## config.mk

```make
export PLATFORM = sky130hd
export DESIGN_NAME = cpg_parallel_config_decoder
export DESIGN_NICKNAME = d
export VERILOG_FILES = /design/src/rtl/cpg_pkg.sv /design/src/rtl/cpg_ovc_filter.sv /design/src/rtl/cpg_fault_latch.sv /design/src/rtl/cpg_parallel_config_decoder.sv
export SDC_FILE = /design/constraint.sdc
export NUM_CORES = 1
export LEC_CHECK = 0
export BUFFER_PORTS_ARGS = -buffer_cell sky130_fd_sc_hd__clkbuf_2
export CORE_MARGIN = 1
export CORE_UTILIZATION = 56
export CTS_CLUSTER_DIAMETER = 40
export DETAILED_ROUTE_END_ITERATION = 8
export GPL_ROUTABILITY_DRIVEN = 0
export PLACE_DENSITY = 0.82
export SLEW_MARGIN = 15
export SYNTH_ARGS = -nofsm -noshare
export SYNTH_HDL_FRONTEND = slang
export SYNTH_HIERARCHICAL = 1
export SYNTH_SLANG_ARGS = --single-unit
```

## constraint.sdc

```tcl
create_clock -name ref_clk -period 6.7 [get_ports ref_clk]
set_input_delay 1.005 -clock ref_clk [delete_from_list [all_inputs] [get_ports ref_clk]]
set_output_delay 1.005 -clock ref_clk [all_outputs]
set_load 0.01 [all_outputs]
```

## src/rtl/cpg_pkg.sv

```systemverilog
package cpg_pkg;

	// ==========================================================
	// Stage indices and counts
	localparam int         NUM_STAGES = 8;
	localparam logic [2:0] HS_A       = 3'h0;
	localparam logic [2:0] LS_A       = 3'h1;
	localparam logic [2:0] HS_B       = 3'h2;
	localparam logic [2:0] LS_B       = 3'h3;
	localparam logic [2:0] HS_C       = 3'h4;
	localparam logic [2:0] HS_D       = 3'h5;
	localparam logic [2:0] LS_C       = 3'h6;
	localparam logic [2:0] LS_D       = 3'h7;
	// Stages that are high-side drivers
	localparam logic [7:0] HS_MASK    = 8'h35;

	// ==========================================================
	// Register layout and reset values
	localparam logic [7:0] CFG_REG_RESET  = 8'h00;
	localparam logic [7:0] TDIS_REG_RESET = 8'h10;
	localparam int         TDIS_BIT       = 4;

	// ==========================================================
	// Grouping patterns of the configuration register
	localparam logic [7:0] CFG_QUAD       = 8'h08;
	localparam logic [7:0] CFG_PAIR_AB    = 8'h02;
	localparam logic [7:0] CFG_TWO_PAIRS  = 8'h04;
	localparam logic [7:0] CFG_TRIPLE     = 8'h8C;
	localparam logic [7:0] CFG_HS_SINGLE  = 8'h30;
	localparam logic [7:0] CFG_HS_PAIR_CD = 8'h31;
	localparam logic [7:0] CFG_HS_PAIR_AB = 8'h36;

	// ==========================================================
	// Fault codes, two bits per stage
	localparam logic [1:0] FLT_NONE = 2'h0;
	localparam logic [1:0] FLT_OPEN = 2'h1;
	localparam logic [1:0] FLT_SGND = 2'h2;
	localparam logic [1:0] FLT_OVC  = 2'h3;

	// ==========================================================
	// Overcurrent mask timing
	localparam int CLK_FREQ_KHZ       = 25000;
	localparam int OVC_MASK_SINGLE_NS = 4000;
	localparam int OVC_MASK_PAR_NS    = 8000;
	localparam int OVC_SINGLE_CYC     = (OVC_MASK_SINGLE_NS * CLK_FREQ_KHZ + 999999) / 1000000;
	localparam int OVC_PAR_CYC        = (OVC_MASK_PAR_NS * CLK_FREQ_KHZ + 999999) / 1000000;
	localparam int OVC_CNT_W          = 9;
	localparam logic [OVC_CNT_W-1:0] OVC_SINGLE_LIM = OVC_CNT_W'(OVC_SINGLE_CYC);
	localparam logic [OVC_CNT_W-1:0] OVC_PAR_LIM    = OVC_CNT_W'(OVC_PAR_CYC);

	// ==========================================================
	// Types
	typedef enum logic [2:0] {
		GRP_SINGLE,
		GRP_QUAD,
		GRP_PAIR_AB,
		GRP_TWO_PAIRS,
		GRP_TRIPLE,
		GRP_HS_SINGLE,
		GRP_HS_PAIR_CD,
		GRP_HS_PAIR_AB
	} cpg_mode_t;

	typedef struct packed {
		logic [2:0] src;
		logic       rep;
		logic       par;
	} cpg_route_t;

	typedef struct packed {
		logic ovc;
		logic openLoad;
		logic shortGnd;
	} cpg_raw_t;

endpackage

```

## src/rtl/cpg_ovc_filter.sv

```systemverilog
`timescale 1ns/10ps
module cpg_ovc_filter
	import cpg_pkg::*;
(
	input  wire logic ref_clk,
	input  wire logic resetn,
	input  wire logic ovcRaw,
	input  wire logic longMask,
	output logic      ovcEvent
);

	logic [OVC_CNT_W-1:0] runCnt;
	logic [OVC_CNT_W-1:0] next_runCnt;
	logic [OVC_CNT_W-1:0] limit;
	logic                 next_ovcEvent;

	// ==========================================================
	// Mask counter: event once the raw level has held for the mask
	always_comb begin
		limit         = longMask ? OVC_PAR_LIM : OVC_SINGLE_LIM;
		next_runCnt   = runCnt;
		next_ovcEvent = 1'b0;
		if (!ovcRaw) begin
			next_runCnt = '0;
		end else if (runCnt < limit) begin
			next_runCnt   = runCnt + OVC_CNT_W'(1);
			next_ovcEvent = (runCnt == limit - OVC_CNT_W'(1));
		end
	end

	// Registers
	always_ff @(posedge ref_clk) begin
		if (!resetn) begin
			runCnt   <= '0;
			ovcEvent <= 1'b0;
		end else begin
			runCnt   <= next_runCnt;
			ovcEvent <= next_ovcEvent;
		end
	end

	// ==========================================================
	// Checks: independent run length of the raw comparator
	logic [OVC_CNT_W-1:0] seenRaw;
	always_ff @(posedge ref_clk) begin
		if (!resetn) begin
			seenRaw <= '0;
		end else begin
			seenRaw <= ovcRaw ? seenRaw + OVC_CNT_W'(1) : '0;
		end
	end
endmodule

```

## src/rtl/cpg_fault_latch.sv

```systemverilog
`timescale 1ns/10ps
module cpg_fault_latch
	import cpg_pkg::*;
(
	input  wire logic       ref_clk,
	input  wire logic       resetn,
	input  wire logic       ovcEvent,
	input  wire logic       onState,
	input  wire logic       offOpen,
	input  wire logic       offShortGnd,
	input  wire logic       clearRead,
	output logic      [1:0] code
);

	logic [1:0] next_code;
	logic [1:0] offCode;

	// ==========================================================
	// Latch: overcurrent overrides, first off fault holds, a read clears
	always_comb begin
		offCode = FLT_NONE;
		if (!onState) begin
			offCode = offShortGnd ? FLT_SGND : (offOpen ? FLT_OPEN : FLT_NONE);
		end
		if (ovcEvent) begin
			next_code = FLT_OVC;
		end else if (clearRead) begin
			next_code = offCode; // A new fault wins over the clear
		end else if (code == FLT_NONE) begin
			next_code = offCode;
		end else begin
			next_code = code;
		end
	end

	// Register
	always_ff @(posedge ref_clk) begin
		if (!resetn) begin
			code <= FLT_NONE;
		end else begin
			code <= next_code;
		end
	end
endmodule

```

## src/rtl/cpg_parallel_config_decoder.sv

```systemverilog
// Function
// - Grouping table applies only while table-disable bit 4 is zero; it resets to one.
// - Low-side stages not named by the active pattern run as independent single drivers; high sides stay off outside high-side patterns.
// - Paralleling joins channel A with B and C with D as low-side or high-side pairs.
// - Pattern bit 3 alone: all four low sides one stage, diagnosed on A.
// - Bit 1 alone: A+B pair enabled by B, diagnosed A; bit 2 alone gives A+B and C+D pairs.
// - Bits 7,3,2: low sides B, C, D one stage, enabled and diagnosed on B.
// - High-side single pattern: every driver switched by its own command.
// - High-side C+D and low-side A+B pairs; enable LS B, HS C; diagnose LS A, HS C.
// - Pattern 0x36: HS A+B and LS C+D pairs; enable HS B, LS C.
// - Paralleled stages double the overcurrent mask from 4 us to 8 us.
// - Each stage keeps its own overcurrent and off-state thresholds regardless.
// - Each stage latches a two-bit fault code, cleared on a diagnosis read unless a fault is present in that cycle.
`timescale 1ns/10ps
module cpg_parallel_config_decoder
	import cpg_pkg::*;
(
	input  wire logic                        ref_clk,
	input  wire logic                        resetn,
	input  wire logic                        cfgWrEn,
	input  wire logic      [7:0]             cfgWrData,
	input  wire logic                        tableDisWrEn,
	input  wire logic      [7:0]             tableDisWrData,
	input  wire logic                        diagRead,
	input  wire logic      [NUM_STAGES-1:0]  stageCmd,
	input  wire cpg_raw_t  [NUM_STAGES-1:0]  stageRaw,
	output logic           [7:0]             cfgReadData,
	output logic           [7:0]             tableDisReadData,
	output cpg_mode_t                        activeMode,
	output logic           [NUM_STAGES-1:0]  stageDrive,
	output logic           [NUM_STAGES-1:0]  stageParallel,
	output logic [NUM_STAGES-1:0][1:0]       diagCode
);

	// ==========================================================
	// Declarations
	logic      [7:0]                 next_cfgReg;
	logic      [7:0]                 next_tdisReg;
	cpg_mode_t                       next_mode;
	logic      [NUM_STAGES-1:0]      next_drive;
	logic      [NUM_STAGES-1:0]      next_parallel;
	logic [NUM_STAGES-1:0][1:0]      next_diag;
	cpg_route_t                      route [NUM_STAGES];
	logic                            hsAllowed;
	logic      [NUM_STAGES-1:0]      groupTrip;
	logic      [NUM_STAGES-1:0]      ovcEvent;
	logic [NUM_STAGES-1:0][1:0]      latched;

	// ==========================================================
	// Register writes
	always_comb begin
		next_cfgReg  = cfgWrEn ? cfgWrData : cfgReadData;
		next_tdisReg = tableDisWrEn ? tableDisWrData : tableDisReadData;
	end

	always_ff @(posedge ref_clk) begin
		if (!resetn) begin
			cfgReadData      <= CFG_REG_RESET;
			tableDisReadData <= TDIS_REG_RESET;
		end else begin
			cfgReadData      <= next_cfgReg;
			tableDisReadData <= next_tdisReg;
		end
	end

	// ==========================================================
	// Pattern decode from the stored registers
	always_comb begin
		next_mode = GRP_SINGLE;
		if (!tableDisReadData[TDIS_BIT]) begin
			case (cfgReadData)
				CFG_QUAD:       next_mode = GRP_QUAD;
				CFG_PAIR_AB:    next_mode = GRP_PAIR_AB;
				CFG_TWO_PAIRS:  next_mode = GRP_TWO_PAIRS;
				CFG_TRIPLE:     next_mode = GRP_TRIPLE;
				CFG_HS_SINGLE:  next_mode = GRP_HS_SINGLE;
				CFG_HS_PAIR_CD: next_mode = GRP_HS_PAIR_CD;
				CFG_HS_PAIR_AB: next_mode = GRP_HS_PAIR_AB;
				default:        next_mode = GRP_SINGLE;
			endcase
		end
	end

	always_ff @(posedge ref_clk) begin
		if (!resetn) begin
			activeMode <= GRP_SINGLE;
		end else begin
			activeMode <= next_mode;
		end
	end

	// ==========================================================
	// Routing of enable source, reporting stage and parallel flag
	always_comb begin
		for (int i = 0; i < NUM_STAGES; i++) begin
			route[i].src = 3'(i);
			route[i].rep = 1'b1;
			route[i].par = 1'b0;
		end
		hsAllowed = 1'b0;
		case (activeMode)
			GRP_QUAD: begin
				route[LS_A] = '{src: LS_A, rep: 1'b1, par: 1'b1};
				route[LS_B] = '{src: LS_A, rep: 1'b0, par: 1'b1};
				route[LS_C] = '{src: LS_A, rep: 1'b0, par: 1'b1};
				route[LS_D] = '{src: LS_A, rep: 1'b0, par: 1'b1};
			end
			GRP_PAIR_AB: begin
				route[LS_A] = '{src: LS_B, rep: 1'b1, par: 1'b1};
				route[LS_B] = '{src: LS_B, rep: 1'b0, par: 1'b1};
			end
			GRP_TWO_PAIRS: begin
				route[LS_A] = '{src: LS_B, rep: 1'b1, par: 1'b1};
				route[LS_B] = '{src: LS_B, rep: 1'b0, par: 1'b1};
				route[LS_C] = '{src: LS_C, rep: 1'b1, par: 1'b1};
				route[LS_D] = '{src: LS_C, rep: 1'b0, par: 1'b1};
			end
			GRP_TRIPLE: begin
				route[LS_B] = '{src: LS_B, rep: 1'b1, par: 1'b1};
				route[LS_C] = '{src: LS_B, rep: 1'b0, par: 1'b1};
				route[LS_D] = '{src: LS_B, rep: 1'b0, par: 1'b1};
			end
			GRP_HS_SINGLE: begin
				hsAllowed = 1'b1;
			end
			GRP_HS_PAIR_CD: begin
				hsAllowed   = 1'b1;
				route[HS_C] = '{src: HS_C, rep: 1'b1, par: 1'b1};
				route[HS_D] = '{src: HS_C, rep: 1'b0, par: 1'b1};
				route[LS_A] = '{src: LS_B, rep: 1'b1, par: 1'b1};
				route[LS_B] = '{src: LS_B, rep: 1'b0, par: 1'b1};
			end
			GRP_HS_PAIR_AB: begin
				hsAllowed   = 1'b1;
				route[HS_A] = '{src: HS_B, rep: 1'b0, par: 1'b1};
				route[HS_B] = '{src: HS_B, rep: 1'b1, par: 1'b1};
				route[LS_C] = '{src: LS_C, rep: 1'b1, par: 1'b1};
				route[LS_D] = '{src: LS_C, rep: 1'b0, par: 1'b1};
			end
			default: begin
				hsAllowed = 1'b0;
			end
		endcase
	end

	// ==========================================================
	// Drive, group shutdown and diagnosis reporting
	always_comb begin
		for (int i = 0; i < NUM_STAGES; i++) begin
			groupTrip[i] = 1'b0;
			next_diag[i] = FLT_NONE;
			for (int j = 0; j < NUM_STAGES; j++) begin
				if (route[j].src == route[i].src) begin
					groupTrip[i] = groupTrip[i] | (latched[j] == FLT_OVC);
					// Worst code of the group goes to the reporting stage
					if (route[i].rep && latched[j] > next_diag[i]) begin
						next_diag[i] = latched[j];
					end
				end
			end
			next_drive[i]    = stageCmd[route[i].src] & ~groupTrip[i] & (hsAllowed | ~HS_MASK[i]);
			next_parallel[i] = route[i].par;
		end
	end

	always_ff @(posedge ref_clk) begin
		if (!resetn) begin
			stageDrive    <= '0;
			stageParallel <= '0;
			diagCode      <= '0;
		end else begin
			stageDrive    <= next_drive;
			stageParallel <= next_parallel;
			diagCode      <= next_diag;
		end
	end

	// ==========================================================
	// Per-stage overcurrent filter and fault latch
	for (genvar g = 0; g < NUM_STAGES; g++) begin : gStage
		cpg_ovc_filter uFilter (
			.ref_clk  (ref_clk),
			.resetn   (resetn),
			.ovcRaw   (stageRaw[g].ovc),
			.longMask (stageParallel[g]),
			.ovcEvent (ovcEvent[g])
		);
		cpg_fault_latch uLatch (
			.ref_clk     (ref_clk),
			.resetn      (resetn),
			.ovcEvent    (ovcEvent[g]),
			.onState     (stageDrive[g]),
			.offOpen     (stageRaw[g].openLoad),
			.offShortGnd (stageRaw[g].shortGnd),
			.clearRead   (diagRead),
			.code        (latched[g])
		);
	end
endmodule

```

# Yosys cells after proc, flatten, opt, wreduce, memory -nomap -nowiden
# Index checks and enable logic that the tools add are counted.
# Widths: inputs -> output; s select.
totals:
  regBits: 147
  out_inout_bits: 51
  wordCells: 645
classes:
  add_sub_neg: 16
  order_cmp: 73
  n_eq_ne: 86
  n_mux: 256
  bitwise: 77
  n_reduce_logical: 100
op_table:
  columns: ["operator", "count"]
  rows:
  - ["$mux 2", 160]
  - ["$gt 2x2->1", 56]
  - ["$eq 3x3->1", 27]
  - ["$mux 1", 74]
  - ["$add 9x1->9 const B", 8]
  - ["$eq 9x9->1", 8]
  - ["$lt 9x9->1", 8]
  - ["$sub 9x1->9 const B", 8]
  - ["$mux 8", 8]
  - ["$or 1x1->1", 56]
  - ["$logic_and 1x1->1", 48]
  - ["$eq 3x3->1 const B", 15]
  - ["$eq 3x3->1 const A", 12]
  - ["$pmux 10 s3", 1]
  - ["$bmux 1 s3", 8]
  - ["$eq 8x6->1 const B", 3]
  - ["$lt 3x4->1 const B", 6]
  - ["$reduce_and 3->1", 8]
  - ["$reduce_bool 3->1", 8]
  - ["$pmux 3 s7", 1]
  - ["$eq 2x2->1 const B", 8]
  - ["$logic_and 1x1->1 const A", 16]
  - ["$logic_not 2->1", 8]
  - ["$reduce_and 2->1", 8]
  - ["other kinds (19)", 45]

# Depth between registers and ports, before layout
# Gate-level depths: netlist (run 1).
logic_depth:
  word_depth: 33
  depth_mapped: 15
  ltp_nobuf: 15

# Modules after synthesis
# Netlist (run 1), hierarchy kept.
modules_own_cells:
  columns: ["mod", "instances", "cells_per_inst", "area_each_um2"]
  rows:
  - ["cpg_ovc_filter", 8, 67, 600.6]
  - ["cpg_parallel_config_decoder", 1, 310, 2678.8]
  - ["cpg_fault_latch", 8, 9, 96.3]

# Least setup slack after synthesis (run 1)
# OpenSTA, ideal clock, no wires.
synth_path:
  path_kind: "reg2reg"
  from: "register gStage[3].uLatch.code[0]"
  to: "register diagCode[6] in the netlist's numbering"
  setup_ps: 70
  arrival_time_ps: 2843
  required_time_ps: 6630
  slack_ps: 3786
  stages_incl_launch_ff: 14
  cell_sequence: "dfxtp_1 -> inv_1 -> ha_1 -> a21boi_0 -> o221ai_1 -> ha_1 -> nor2b_1 -> o2111a_1 -> mux2_2 -> ha_1 -> nor2b_1 -> o2111ai_1 -> o21ai_0 -> a21oi_1"
synth_via:
  elab_chain_len: 19
synth_rtl:
  columns: ["element", "line_no", "source"]
  rows:
  - ["start: declaration", "cpg_fault_latch.sv:12", "output logic [1:0] code"]
  - ["start signal: assignment", "cpg_fault_latch.sv:41", "code <= next_code;"]
  - ["$gt 2x2->1", "cpg_parallel_config_decoder.sv:156", "if (route[i].rep && latched[j] > next_diag[i]) begin"]
  - ["$logic_and 1x1->1", "cpg_parallel_config_decoder.sv:156", null]
  - ["$mux 2 (*)", "cpg_parallel_config_decoder.sv:156", null]
  - ["$gt 2x2->1", "cpg_parallel_config_decoder.sv:156", null]
  - ["$logic_and 1x1->1", "cpg_parallel_config_decoder.sv:156", null]
  - ["$mux 2", "cpg_parallel_config_decoder.sv:156", null]
  - ["$mux 2 (*)", "cpg_parallel_config_decoder.sv:153", "if (route[j].src == route[i].src) begin"]
  - ["$gt 2x2->1", "cpg_parallel_config_decoder.sv:156", null]
  - ["[... 3 more ...]", null, null]
  - ["$gt 2x2->1", "cpg_parallel_config_decoder.sv:156", null]
  - ["$logic_and 1x1->1", "cpg_parallel_config_decoder.sv:156", null]
  - ["$mux 2", "cpg_parallel_config_decoder.sv:156", null]
  - ["$mux 2 (*)", "cpg_parallel_config_decoder.sv:153", null]
  - ["$gt 2x2->1", "cpg_parallel_config_decoder.sv:156", null]
  - ["$logic_and 1x1->1", "cpg_parallel_config_decoder.sv:156", null]
  - ["$mux 2", "cpg_parallel_config_decoder.sv:156", null]
  - ["$mux 2 (*)", "cpg_parallel_config_decoder.sv:153", null]
  - ["end signal: assignment", "cpg_parallel_config_decoder.sv:174", "diagCode <= next_diag;"]
  - ["end: declaration", "cpg_parallel_config_decoder.sv:32", "output logic [NUM_STAGES-1:0][1:0] diagCode"]
# Every way passes the cells marked *; elsewhere a longest branch is shown, timed or not.
# A chain may end at the register's enable or synchronous reset.

# Worst setup path after layout (run 1)
layout_path:
  from: "register activeMode[2]"
  to: "register diagCode[6] in the netlist's numbering"
layout_via:
  elab_chain_len: 33
  elab_cells_between_ends: 50
  cone_classes: "order compare (7); eq/ne (13); mux (20); reduce/logical (10)"
layout_rtl:
  columns: ["element", "line_no", "source"]
  rows:
  - ["start: declaration", "cpg_parallel_config_decoder.sv:29", "output cpg_mode_t activeMode,"]
  - ["start signal: assignment", "cpg_parallel_config_decoder.sv:88", "activeMode <= next_mode;"]
  - ["$eq 3x3->1 or $eq 3x2->1 (tied branches)", "cpg_parallel_config_decoder.sv:101", "case (activeMode)"]
  - ["$reduce_or 3->1 (no line)", null, null]
  - ["$pmux 4 s3", "cpg_parallel_config_decoder.sv:101", null]
  - ["$logic_and 1x1->1", "cpg_parallel_config_decoder.sv:156", null]
  - ["$mux 2", "cpg_parallel_config_decoder.sv:156", null]
  - ["$mux 2", "cpg_parallel_config_decoder.sv:153", null]
  - ["$gt 2x2->1", "cpg_parallel_config_decoder.sv:156", null]
  - ["$logic_and 1x1->1", "cpg_parallel_config_decoder.sv:156", null]
  - ["[... 17 more ...]", null, null]
  - ["$gt 2x2->1", "cpg_parallel_config_decoder.sv:156", null]
  - ["$logic_and 1x1->1", "cpg_parallel_config_decoder.sv:156", null]
  - ["$mux 2", "cpg_parallel_config_decoder.sv:156", null]
  - ["$mux 2", "cpg_parallel_config_decoder.sv:153", null]
  - ["$gt 2x2->1", "cpg_parallel_config_decoder.sv:156", null]
  - ["$logic_and 1x1->1", "cpg_parallel_config_decoder.sv:156", null]
  - ["$mux 2", "cpg_parallel_config_decoder.sv:156", null]
  - ["$mux 2 (*)", "cpg_parallel_config_decoder.sv:153", null]
# Marks and branches as above.

==> out/metrics.yaml, run 1 <==
start_util_pct: 57.0
hold_ws_ns: 0.471
end_kind: "flop"
grt_max_degree: 38
min_period_ns: 3.33
whs_path_depth: 1
clock-root-buffer: "clkbuf_16"
synthTopCellsByArea: "dfxtp_1, ha_1, mux2i_1"
ys_seq_area_share_pct: 34.9
grt_pass1_wl_mm: 29.8
routed_wl_mm: 18.7
reg2reg_depth: 11
clock_latency_ns: 0.43
clk_pin_slew_ns: 0.06
worstMarginPinSlew_ns: 0.840
yosys.area.top_type_share_pct: 34.9
grt.busiest_layer: "met2"
finClkSkew_ns: 0.00836
hold_buffers: 0
cts.sinks: 144
rsz0062_at_grt: "false"
yosys.area.top_type: "dfxtp_1"
crit_type: "reg -> reg"
status: "finished clean"
vias: 7305
use_met1_pct: 30.5
layout.nets: 1131
ant_nets: 0
portBuffers: 103
synthesis.area_sq_mm: 0.00825
num_antenna_cells: 0
power.leakage_nw: 3.94
post_cts_buffers: 0
powerDensity_mw_per_mm2: 209
first_pass_iters: 5
htree_levels: 4
grt_pass1_vias: 6531
synth-main-ff-cell: "dfxtp_1"
syn_avg_cell_area_sq_um: 8.99
drc: 0
cts_resized: 0
die_y_microns: 123
synth_cell_types: 73
critPathArrivalTime_ns: 3.69
cp.required_ns: 7.06
ys_seq_elements: 144
tns_ns: 0
period_share_pct: 49.7
cp-start-kind: "flop"
postSynth.asyncResetShare_pct: 0
synth_edf_count: 0
drive_gt1_share_pct: 23.2
r2r_slack_ns: 3.37
clockBufferDepth: 2
die_x_microns: 123
use_met2_pct: 40.9
core_region_area_sq_mm: 0.0145
hold_violations: 0
drt-wirelength-per-cell_microns: 15.5
hold_path_class: "reg -> reg"
area_delta_synth_final_pct: 13.6
cts_buffers: 17
place.detailed.hpwl_mm: 13.4
num_io_pins: 104
ir_worst_vdd_mv: 0.171
yosys_warnings: 6
netlist_instances: 918
cts_tree: "built"
setup_violations: 0
drt_iter0_drc: 471
p_total_w: 0.00196
grt_use_total_pct: 24.9
dieArea_sq_mm: 0.0152
grt-ovfl-total: 0
std_cell_rows: 44
cap_violations: 0
viasPerCell: 6.05
cp_max_fo: 18
grt_antenna_before_repair: 0
slew_headroom_pct: 43.9
max_freq_mhz: 300
drv_slew: 0
met3_usage_pct: 6.64
==> flip-flops by register name, summed over array words and instances (netlist names) <==
register,count
activeMode,3
cfgReadData,8
diagCode,16
gStage.uFilter/ovcEvent,8
gStage.uFilter/runCnt,72
gStage.uLatch/code,16
stageDrive,8
stageParallel,5
tableDisReadData,8
==> worst max-delay path, stage by stage (launching register included) <==
cell and delay [ns]:
dfxtp_1 0.71, and2_1 0.34, o221ai_1 0.21, ha_1 0.33
nor2b_1 0.13, o2111a_1 0.21, mux2_2 0.36, ha_1 0.29
nor2b_1 0.13, o2111ai_1 0.28, o21ai_0 0.12, a21oi_1 0.15
==> cell usage after synthesis (4+ instances only) <==
master	number
and2_1	4
dfxtp_1	144
and3_1	4
or3b_2	8
a211oi_1	6
mux2i_1	36
nor2_1	59
buf_6	8
nor4b_1	8
o31a_2	8
nor2b_1	12
a31oi_1	9
or4b_4	8
nand4_1	12
nor2b_2	8
and2b_2	8
o41ai_2	8
nand2_1	52
nor3_1	14
nand3_1	51
nand2_2	8
inv_1	41
ha_1	67
and3_4	8
or4_1	26
o21ai_0	37
nand2b_1	4
o22ai_1	4
nor3b_1	9
o31a_1	8
or3_1	17
a21oi_1	57
clkbuf_1	18
and4_1	18
and3_2	16
o31ai_1	32
or2_2	16
nor4_1	11
==> layout make-up <==
class	instances	area, sq um
inverters	42	158
multi-input cells	702	5030
fillers	1162	5100
repair buffers	104	523
flip-flops and latches	144	2880
clock inverters	11	88.8
clock buffers	21	470
well taps	184	230
==> final timing paths <==
path / start / to
setup / recovery: activeMode[2] / diagCode[6]
hold / removal: gStage[2].uFilter/ovcEvent / gStage[2].uLatch/code[1]
setup reg to reg: activeMode[2] / diagCode[6]
hold reg to reg: gStage[2].uFilter/ovcEvent / gStage[2].uLatch/code[1]
==> power breakdown <==
group	total (W)	leakage [nW]	switching (W)	internal (W)
combinational	0.000167	2.49	0.0000911	0.0000761
clock	0.000892	0.278	0.000357	0.000534
sequential	0.000904	1.17	0.0000252	0.000879
==> cells in the final DEF, fill, tap and decap left out, types with 9 or more instances in the layout <==
master / netlist / final
nor2b_1: 12 / 12
or2_2: 16 / 16
nand4_1: 12 / 12
dfxtp_1: 144 / 144
nor3b_1: 9 / 9
clkbuf_2: 0 / 103
a31oi_1: 9 / 9
nand2_1: 52 / 52
mux2i_1: 36 / 36
or4_1: 26 / 26
and3_2: 16 / 16
nor3_1: 14 / 14
clkbuf_16: 0 / 17
nor4_1: 11 / 11
o21ai_0: 37 / 37
a21oi_1: 57 / 57
and4_1: 18 / 18
ha_1: 67 / 67
nand3_1: 51 / 51
inv_1: 41 / 41
or3_1: 17 / 17
nor2_1: 59 / 59
o31ai_1: 32 / 32
==> kinds of logic (layout without fill, tap and decap cells) <==
kind of cell | count (synthesis) | count (layout) | synth area share (%)
fa+ha+maj | 67 | 67 | 10.2
buf+inv | 76 | 178 | 4.37
compound gates | 201 | 201 | 16.8
other cells | 2 | 6 | 0.0910
xor+xnor | 2 | 2 | 0.212
mux | 39 | 39 | 4.77
flops | 144 | 144 | 34.9
simple gates | 387 | 387 | 28.7
==> metal layers <==
metal | share of wire (%) | wire length, microns
met5 | 0 | 0
met4 | 2.4 | 452
met3 | 6.1 | 1140
met2 | 46 | 8650
met1 | 45 | 8450
==> metrics by stage <==
stage | cells | instance area [sq um] | util, % | worst slack (ns)
floorplan | 922 | 8270 | - | 3.79
global placement | 1176 | 8820 | 60.9 | 3.56
detailed placement | 1176 | 8820 | 60.9 | 3.40
CTS | 1208 | 9380 | 64.8 | 3.39
global route | 1208 | 9380 | 64.8 | 3.14
finish | 1208 | 9380 | 64.8 | 3.37
Power figures use the tool's default switching activity.
==> inputs of run 2 (changes only) <==
CORE_UTILIZATION = 53   (was 56)
clock period = 2.9 ns   (was 6.7 ns; I/O delays follow)
==> run 2 against run 1 <==
Net effect:
- the flow now finishes with violations (setup timing)
- final area rose by 4.5%
- power rose by 130%
- via count is 1.8% higher
- critical endpoint is now diagCode[2]
- sequential power rose by 130%
- routed wire length rose by 1.3%
- final cell count up 2.4%
- sequential share of layout area decreased by 1.3 points
- setup slack got worse by 3.4 ns
- highest routed layer unchanged
- sequential cell count unchanged
- combinational power grew to 2.8 times the previous value
- critical path depth up 4
- hold slack worse by 0.25 ns
==> out/metrics.yaml, run 2 (same netlist as run 1, synthesis figures left out) <==
worstPathCellList: "buf_4 > ha_2 > o21bai_4 > and4_1 > a21o_1 > ha_1 > inv_1 > o221a_4 > buf_6 > a21oi_2 > ha_4 > nor2_1 > a2bb2oi_2 > a221o_1 > o21ai_1"  # was and2_1 > o221ai_1 > ha_1 > nor2b_1 > o2111a_1 > mux2_2 > ha_1 > nor2b_1 > o2111ai_1 > o21ai_0 > a21oi_1
drive_gt1_share_pct: 27.6  # was 23.2%
preCtsSetupSlack_ns: -0.117  # was 3.40 ns
core_region_area_sq_mm: 0.0152  # was 0.0145 sq mm
internal_power_w: 0.00349  # was 0.00149 W
cts.sinks: 144  # unchanged
period_share_pct: 101  # was 49.7%
powerDensity_mw_per_mm2: 468  # was 209 mW/mm^2
reg2reg_from: "gStage[3].uLatch/code[1]"  # was activeMode[2]
r2r_slack_ns: -0.04  # was 3.37 ns
critPathTopFamily: "compound AO/OA/AOI/OAI gates"  # unchanged
holdCritStartpoint: "stageRaw[21]"  # was gStage[2].uFilter/ovcEvent
grt_antenna_before_repair: 0  # unchanged
reg2reg_depth: 15  # was 11
place.detailed.hpwl_mm: 13.6  # was 13.4 mm
area_delta_synth_final_pct: 18.8  # was 13.6%
cts_buffers: 17  # unchanged
finalInstanceArea_sq_mm: 0.00980  # was 0.00938 sq mm
min_period_ns: 2.94  # was 3.33 ns
switching_power_w: 0.00109  # was 0.000473 W
cp-endpoint: "diagCode[2]"  # was diagCode[6]
cp-start-kind: "flop"  # unchanged
hold_violations: 0  # unchanged
rsz0062_at_grt: "true"  # was false
cp.depth: 15  # was 11
grt_use_total_pct: 24.1  # was 24.9%
place_area_sq_mm: 0.00897  # was 0.00882 sq mm
regMostFlops: "gStage.uFilter/runCnt"  # unchanged
clock-root-buffer: "clkbuf_16"  # unchanged
cts_tree: "built"  # unchanged
viasPerCell: 6.01  # was 6.05
grt_max_degree: 27  # was 38
clockBufferDepth: 2  # unchanged
max_freq_mhz: 340  # was 300 MHz
die_x_microns: 127  # was 123 microns
rr_endpoint: "diagCode[2]"  # was diagCode[6]
vias: 7438  # was 7305
violations: "setup timing"
num_io_pins: 104  # unchanged
max_stage_delay_ns: 0.36  # was 0.71 ns
swShare_pct: 23.8  # was 24.1%
portBuffers: 103  # unchanged
num_antenna_cells: 0  # unchanged
largest_reg_flops: 72  # unchanged
std_cell_rows: 45  # was 44
drv_slew: 0  # unchanged
hold_path_class: "in -> reg"  # was reg -> reg
end_kind: "flop"  # unchanged
cap_violations: 0  # unchanged
clk_pin_slew_ns: 0.06  # about the same
combinationalPowerShare_pct: 10.2  # was 8.5%
drt-wirelength-per-cell_microns: 15.3  # was 15.5 microns
dieArea_sq_mm: 0.0161  # was 0.0152 sq mm
worstMarginPinSlew_ns: 0.563  # was 0.840 ns
grt_pass1_wl_mm: 31.3  # was 29.8 mm
drt_iter0_drc: 515  # was 471
first_pass_iters: 6  # was 5
drc: 0  # unchanged
fin_ws_ns: -0.0385  # was 3.37 ns
critPathArrivalTime_ns: 3.29  # was 3.69 ns
final_common_cell: "dfxtp_1"  # unchanged
cp_max_fo: 4  # was 18
grt_pass1_vias: 6839  # was 6531
utilization_pct: 64.5  # was 64.8%
grt-ovfl-total: 0  # unchanged
finClkSkew_ns: 0.00483  # was 0.00836 ns
cp-startpoint: "gStage[3].uLatch/code[1]"  # was activeMode[2]
setup_violations: 1  # was 0
htree_levels: 4  # unchanged
final_cell_mix: "dfxtp_1, clkbuf_2, nor2_1, ha_1, a21oi_1"  # was dfxtp_1, clkbuf_2, ha_1, nor2_1, a21oi_1
ir_worst_vdd_mv: 0.411  # was 0.171 mV
clockPowerShare_pct: 44.1  # was 45.4%
cp.required_ns: 3.25  # was 7.06 ns
crit_type: "reg -> reg"  # unchanged
status: "finished with violations"  # was finished clean
top_regs: "gStage.uFilter/runCnt: 72 flops, diagCode: 16 flops, gStage.uLatch/code: 16 flops"  # unchanged
power.leakage_nw: 4.12  # was 3.94 nW
slew_headroom_pct: 62.0  # was 43.9%
routed_wl_mm: 18.9  # was 18.7 mm
ant_nets: 0  # unchanged
pwr-share-seq_pct: 45.6  # was 46.1%
crit_path_top_delay_cell: "dfxtp_4"  # was dfxtp_1
clock_latency_ns: 0.42  # was 0.43 ns
crit_buf_inv: 3  # was 0
start_util_pct: 54.3  # was 57.0%
layout.nets: 1157  # was 1131
die_y_microns: 127  # was 123 microns
[run 2: cell count changes in the layout (fill, tap and decap cells not counted), moves of 3 or more]
cell / change
buf_4: +25
clkbuf_1: +4
clkinv_2: -3
dfxtp_1: -3
ha_1: -8
ha_4: +7
inv_1: -3
nor2b_1: -3
nor2b_4: +3
[run 2: worst min path at each step]
stage | to | slack [ns] | cells after the start
floorplan | diagCode[1] | 0.44 | 2
global route | gStage[7].uLatch/code[0] | 0.22 | 2
finish | gStage[7].uLatch/code[0] | 0.22 | 2
CTS | gStage[7].uLatch/code[0] | 0.21 | 2
global placement | gStage[4].uLatch/code[1] | 0.46 | 1
detailed placement | gStage[2].uLatch/code[1] | 0.46 | 1
[run 2: metal layers]
| metal | track usage [%] | share of wire, % |
|---|---|---|
| met1 | 29.8 | 45 |
| met2 | 40.5 | 48 |
| met3 | 5.48 | 4.8 |
| met4 | 9.94 | 2.0 |
| met5 | 0 | 0 |
[run 2: cell type report]
type / count / area (sq um)
fillers: 1202 / 5400
multi-input cells: 702 / 5250
flip-flops and latches: 144 / 2890
repair buffers: 130 / 722
clock buffers: 25 / 485
well taps: 188 / 235
inverters: 42 / 160
clock inverters: 6 / 57.6
[run 2: worst register-to-register path, stage by stage, from the launching register on]
cell       delay, ns
dfxtp_4         0.36
buf_4           0.13
ha_2            0.17
o21bai_4        0.17
and4_1          0.21
a21o_1          0.18
ha_1            0.27
inv_1           0.05
o221a_4         0.30
buf_6           0.12
a21oi_2         0.15
ha_4            0.14
nor2_1          0.05
a2bb2oi_2       0.14
a221o_1         0.29
o21ai_1         0.15
[run 2: power by group through the flow]
stage | registers (W) | clock network, W | logic [W]
after global placement | 0.00213 | 0 | 0.000389
after CTS | 0.00209 | 0.00206 | 0.000429
after detailed placement | 0.00213 | 0 | 0.000401
after floorplan | 0.00213 | 0 | 0.000240
after global routing | 0.00210 | 0.00216 | 0.000520
final | 0.00209 | 0.00202 | 0.000469
[run 2: timing repair]
action,4_1_cts,5_1_grt
resized for setup,20,28
hold buffers,0,0
pin swaps,12,16
endpoints found under the setup margin,3,3
buffers inserted,4,3
hold endpoints to repair,0,0
[run 2: metrics by stage]
| stage | cells | hold slack, ns | total power (W) | TNS (ns) |
|---|---|---|---|---|
| 4_1_cts | 1234 | 0.208 | 0.00458 | -0.0629 |
| 5_1_grt | 1237 | 0.215 | 0.00477 | -0.303 |
| 6_report | 1237 | 0.219 | 0.00458 | -0.0385 |
| 3_3_place_gp | 1199 | 0.458 | 0.00252 | -0.0305 |
| 3_5_place_dp | 1199 | 0.463 | 0.00253 | -0.303 |
| 2_1_floorplan | 922 | 0.444 | 0.00237 | 0 |
==> inputs of run 3 (changes only) <==
--- a/config.mk
+++ b/config.mk
@@ -14,3 +14,3 @@
 export PLACE_DENSITY = 0.82
-export SLEW_MARGIN = 15
+export SLEW_MARGIN = 10
 export SYNTH_ARGS = -nofsm -noshare
@@ -19 +19,2 @@
 export SYNTH_SLANG_ARGS = --single-unit
+export TNS_END_PERCENT = 100
==> constraint.sdc (replaced) <==
create_clock -name ref_clk -period 2.9 [get_ports ref_clk]
set_input_delay 0.725 -clock ref_clk [delete_from_list [all_inputs] [get_ports ref_clk]]
set_output_delay 0.725 -clock ref_clk [all_outputs]
set_load 0.01 [all_outputs]
==> run 3 against run 2 <==
Net effect:
- the run still ends with setup timing left
- first-iteration DRC count fell by 3.3%
- core utilization up 0.66 points
- register-to-register slack about the same
- final area increased by 1.0%
- count of clock-buffer cells in the layout did not move
- power increased by 6.8%
- combinational power is 1% higher
- clock power grew 15%
- critical path depth down 3
- setup slack better by 0.0026 ns
- largest cell class unchanged
- largest power group is now the clock network
==> out/metrics.yaml, run 3 (same netlist as run 1, synthesis figures left out) <==
power.leakage_nw: 4.16  # was 4.12 nW
reg2reg_depth: 12  # was 15
die_x_microns: 127  # unchanged
drt-wirelength-per-cell_microns: 16.1  # was 15.3 microns
worstPathCellList: "ha_4 > nor2b_4 > o221ai_2 > ha_1 > nor2b_4 > o2111a_1 > mux2_4 > ha_4 > nor2b_4 > o2111ai_4 > o21ai_2 > a21oi_2"  # was buf_4 > ha_2 > o21bai_4 > and4_1 > a21o_1 > ha_1 > inv_1 > o221a_4 > buf_6 > a21oi_2 > ha_4 > nor2_1 > a2bb2oi_2 > a221o_1 > o21ai_1
num_antenna_cells: 0  # unchanged
largest_reg_flops: 72  # unchanged
regMostFlops: "gStage.uFilter/runCnt"  # unchanged
grt_antenna_before_repair: 0  # unchanged
worstMarginPinSlew_ns: 0.535  # was 0.563 ns
finClkSkew_ns: 0.00609  # was 0.00483 ns
grt_use_total_pct: 24.9  # was 24.1%
cts_buffers: 17  # unchanged
grt.busiest_layer: "met2"  # unchanged
start_util_pct: 54.3  # unchanged
std_cell_rows: 45  # unchanged
violations: "setup timing"  # unchanged
final_cell_mix: "dfxtp_1, clkbuf_2, nor2_1, ha_1, a21oi_1"  # unchanged
min_period_ns: 2.94  # about the same
max_freq_mhz: 341  # was 340 MHz
timing.critical_path.mode_cell: "nor2b_4"
critPathArrivalTime_ns: 3.23  # was 3.29 ns
hold_path_class: "reg -> reg"  # was in -> reg
slew_headroom_pct: 63.8  # was 62.0%
cp.required_ns: 3.20  # was 3.25 ns
grt_max_degree: 26  # was 27
ir_worst_vdd_mv: 0.382  # was 0.411 mV
cts_tree: "built"  # unchanged
cap_violations: 0  # unchanged
fill_cells: 1230  # was 1202
final_common_cell: "dfxtp_1"  # unchanged
met3_usage_pct: 6.83  # was 5.48%
hold_violations: 0  # unchanged
place.detailed.hpwl_mm: 14.0  # was 13.6 mm
regArea_sq_mm: 0.00289  # unchanged
ant_nets: 0  # unchanged
cp_max_fo: 4  # unchanged
drive_gt1_share_pct: 27.7  # was 27.6%
multi_input_area_sq_mm: 0.00527  # was 0.00525 sq mm
grt-ovfl-total: 0  # unchanged
crit_type: "reg -> reg"  # unchanged
layout.nets: 1155  # was 1157
crit_path_top_delay_cell: "dfxtp_4"  # unchanged
die_y_microns: 127  # unchanged
setup_violations: 3  # was 1
first_pass_iters: 7  # was 6
use_met1_pct: 29.2  # was 29.8%
period_share_pct: 101  # about the same
cp.depth: 12  # was 15
cp-start-kind: "flop"  # unchanged
clk_pin_slew_ns: 0.06  # about the same
clockBufferDepth: 2  # unchanged
rsz0062_at_grt: "true"  # unchanged
htree_levels: 4  # unchanged
clock-root-buffer: "clkbuf_16"  # unchanged
core_region_area_sq_mm: 0.0152  # unchanged
hold_ws_ns: 0.469  # was 0.219 ns
powerDensity_mw_per_mm2: 494  # was 468 mW/mm^2
cts.sinks: 144  # unchanged
clock_latency_ns: 0.41  # was 0.42 ns
max_stage_delay_ns: 0.36  # about the same
vias: 7430  # was 7438
grt_pass1_wl_mm: 32.4  # was 31.3 mm
drv_slew: 0  # unchanged
end_kind: "flop"  # unchanged
drc: 0  # unchanged
top_regs: "gStage.uFilter/runCnt: 72 flops, diagCode: 16 flops, gStage.uLatch/code: 16 flops"  # unchanged
fin_ws_ns: -0.0358  # was -0.0385 ns
crit_buf_inv: 0  # was 3
grt_pass1_vias: 6940  # was 6839
status: "finished with violations"  # unchanged
dieArea_sq_mm: 0.0161  # unchanged
drt_iter0_drc: 498  # was 515
viasPerCell: 6.02  # was 6.01
critPathTopFamily: "adder cells"  # was compound AO/OA/AOI/OAI gates
use_met2_pct: 44.0  # was 40.5%
routed_wl_mm: 19.9  # was 18.9 mm
p_total_w: 0.00490  # was 0.00458 W
num_io_pins: 104  # unchanged
portBuffers: 103  # unchanged
whs_path_depth: 1  # was 2
area_delta_synth_final_pct: 20.0  # was 18.8%
-- run 3: cell types whose count changed in the layout (fill, tap and decap cells not counted), moves of 2 or more --
cell,delta
clkbuf_8,+2
clkinv_2,-3
a21oi_1,-2
clkbuf_1,-2
bufinv_16,+3
buf_4,-3
-- run 3: worst reg2reg max path, delay by kind of cell (launching register included) --
family	cells	cell delay [ns]
AO/OA/AOI/OAI	5	0.76
flip-flops	1	0.36
multiplexers	1	0.33
AND/OR/NAND/NOR	3	0.47
adder cells (fa/ha/maj)	3	0.88
-- run 3: final cells by class --
class,count,area share (%)
clock buffers,25,5.10
clock inverters,5,1.26
inverters,42,1.59
multi-input cells,702,53.2
flip-flops and latches,144,29.2
well taps,188,2.38
repair buffers,128,7.26
-- run 3: metal layers --
layer  routed length [microns]  share of wire [%]
met5                         0                  0
met4                       272                1.4
met2                      9860                 50
met1                      8370                 42
met3                      1370                6.9
-- run 3: what timing repair did --
| action | CTS | global route |
|---|---|---|
| setup endpoints to repair | 3 | 3 |
| buffers inserted | 2 | 3 |
| resized for setup | 27 | 22 |
| pin swaps | 11 | 14 |
| hold buffers | 0 | 0 |
-- run 3: worst paths after layout --
| check | start | slack [ns] | to |
|---|---|---|---|
| worst min register to register | gStage[4].uFilter/ovcEvent | 0.47 | gStage[4].uLatch/code[1] |
| worst max-delay path | gStage[3].uLatch/code[1] | -0.04 | diagCode[7] |
| worst max register to register | gStage[3].uLatch/code[1] | -0.04 | diagCode[7] |
| worst min-delay path | gStage[4].uFilter/ovcEvent | 0.47 | gStage[4].uLatch/code[1] |
-- run 3: per-stage QoR --
| stage | utilization (%) | instances | area (sq um) | setup slack (ns) | setup TNS, ns |
|---|---|---|---|---|---|
| final | 65.1 | 1234 | 9900 | -0.0358 | -0.0890 |
| after global placement | 59.1 | 1199 | 8990 | -0.0284 | -0.0284 |
| after floorplan | - | 922 | 8280 | 0.0229 | 0 |
| after global routing | 65.1 | 1234 | 9900 | -0.100 | -0.290 |
| after CTS | 64.2 | 1231 | 9760 | 0.00232 | 0 |
| after detailed placement | 59.1 | 1199 | 8990 | -0.153 | -0.407 |
-- run 3: report_power, final --
part | internal, W | switching, W | leakage, nW
sequential | 0.00203 | 0.0000595 | 1.17
clock | 0.00154 | 0.000785 | 0.309
combinational | 0.000228 | 0.000246 | 2.68
total | 0.00380 | 0.00109 | 4.16
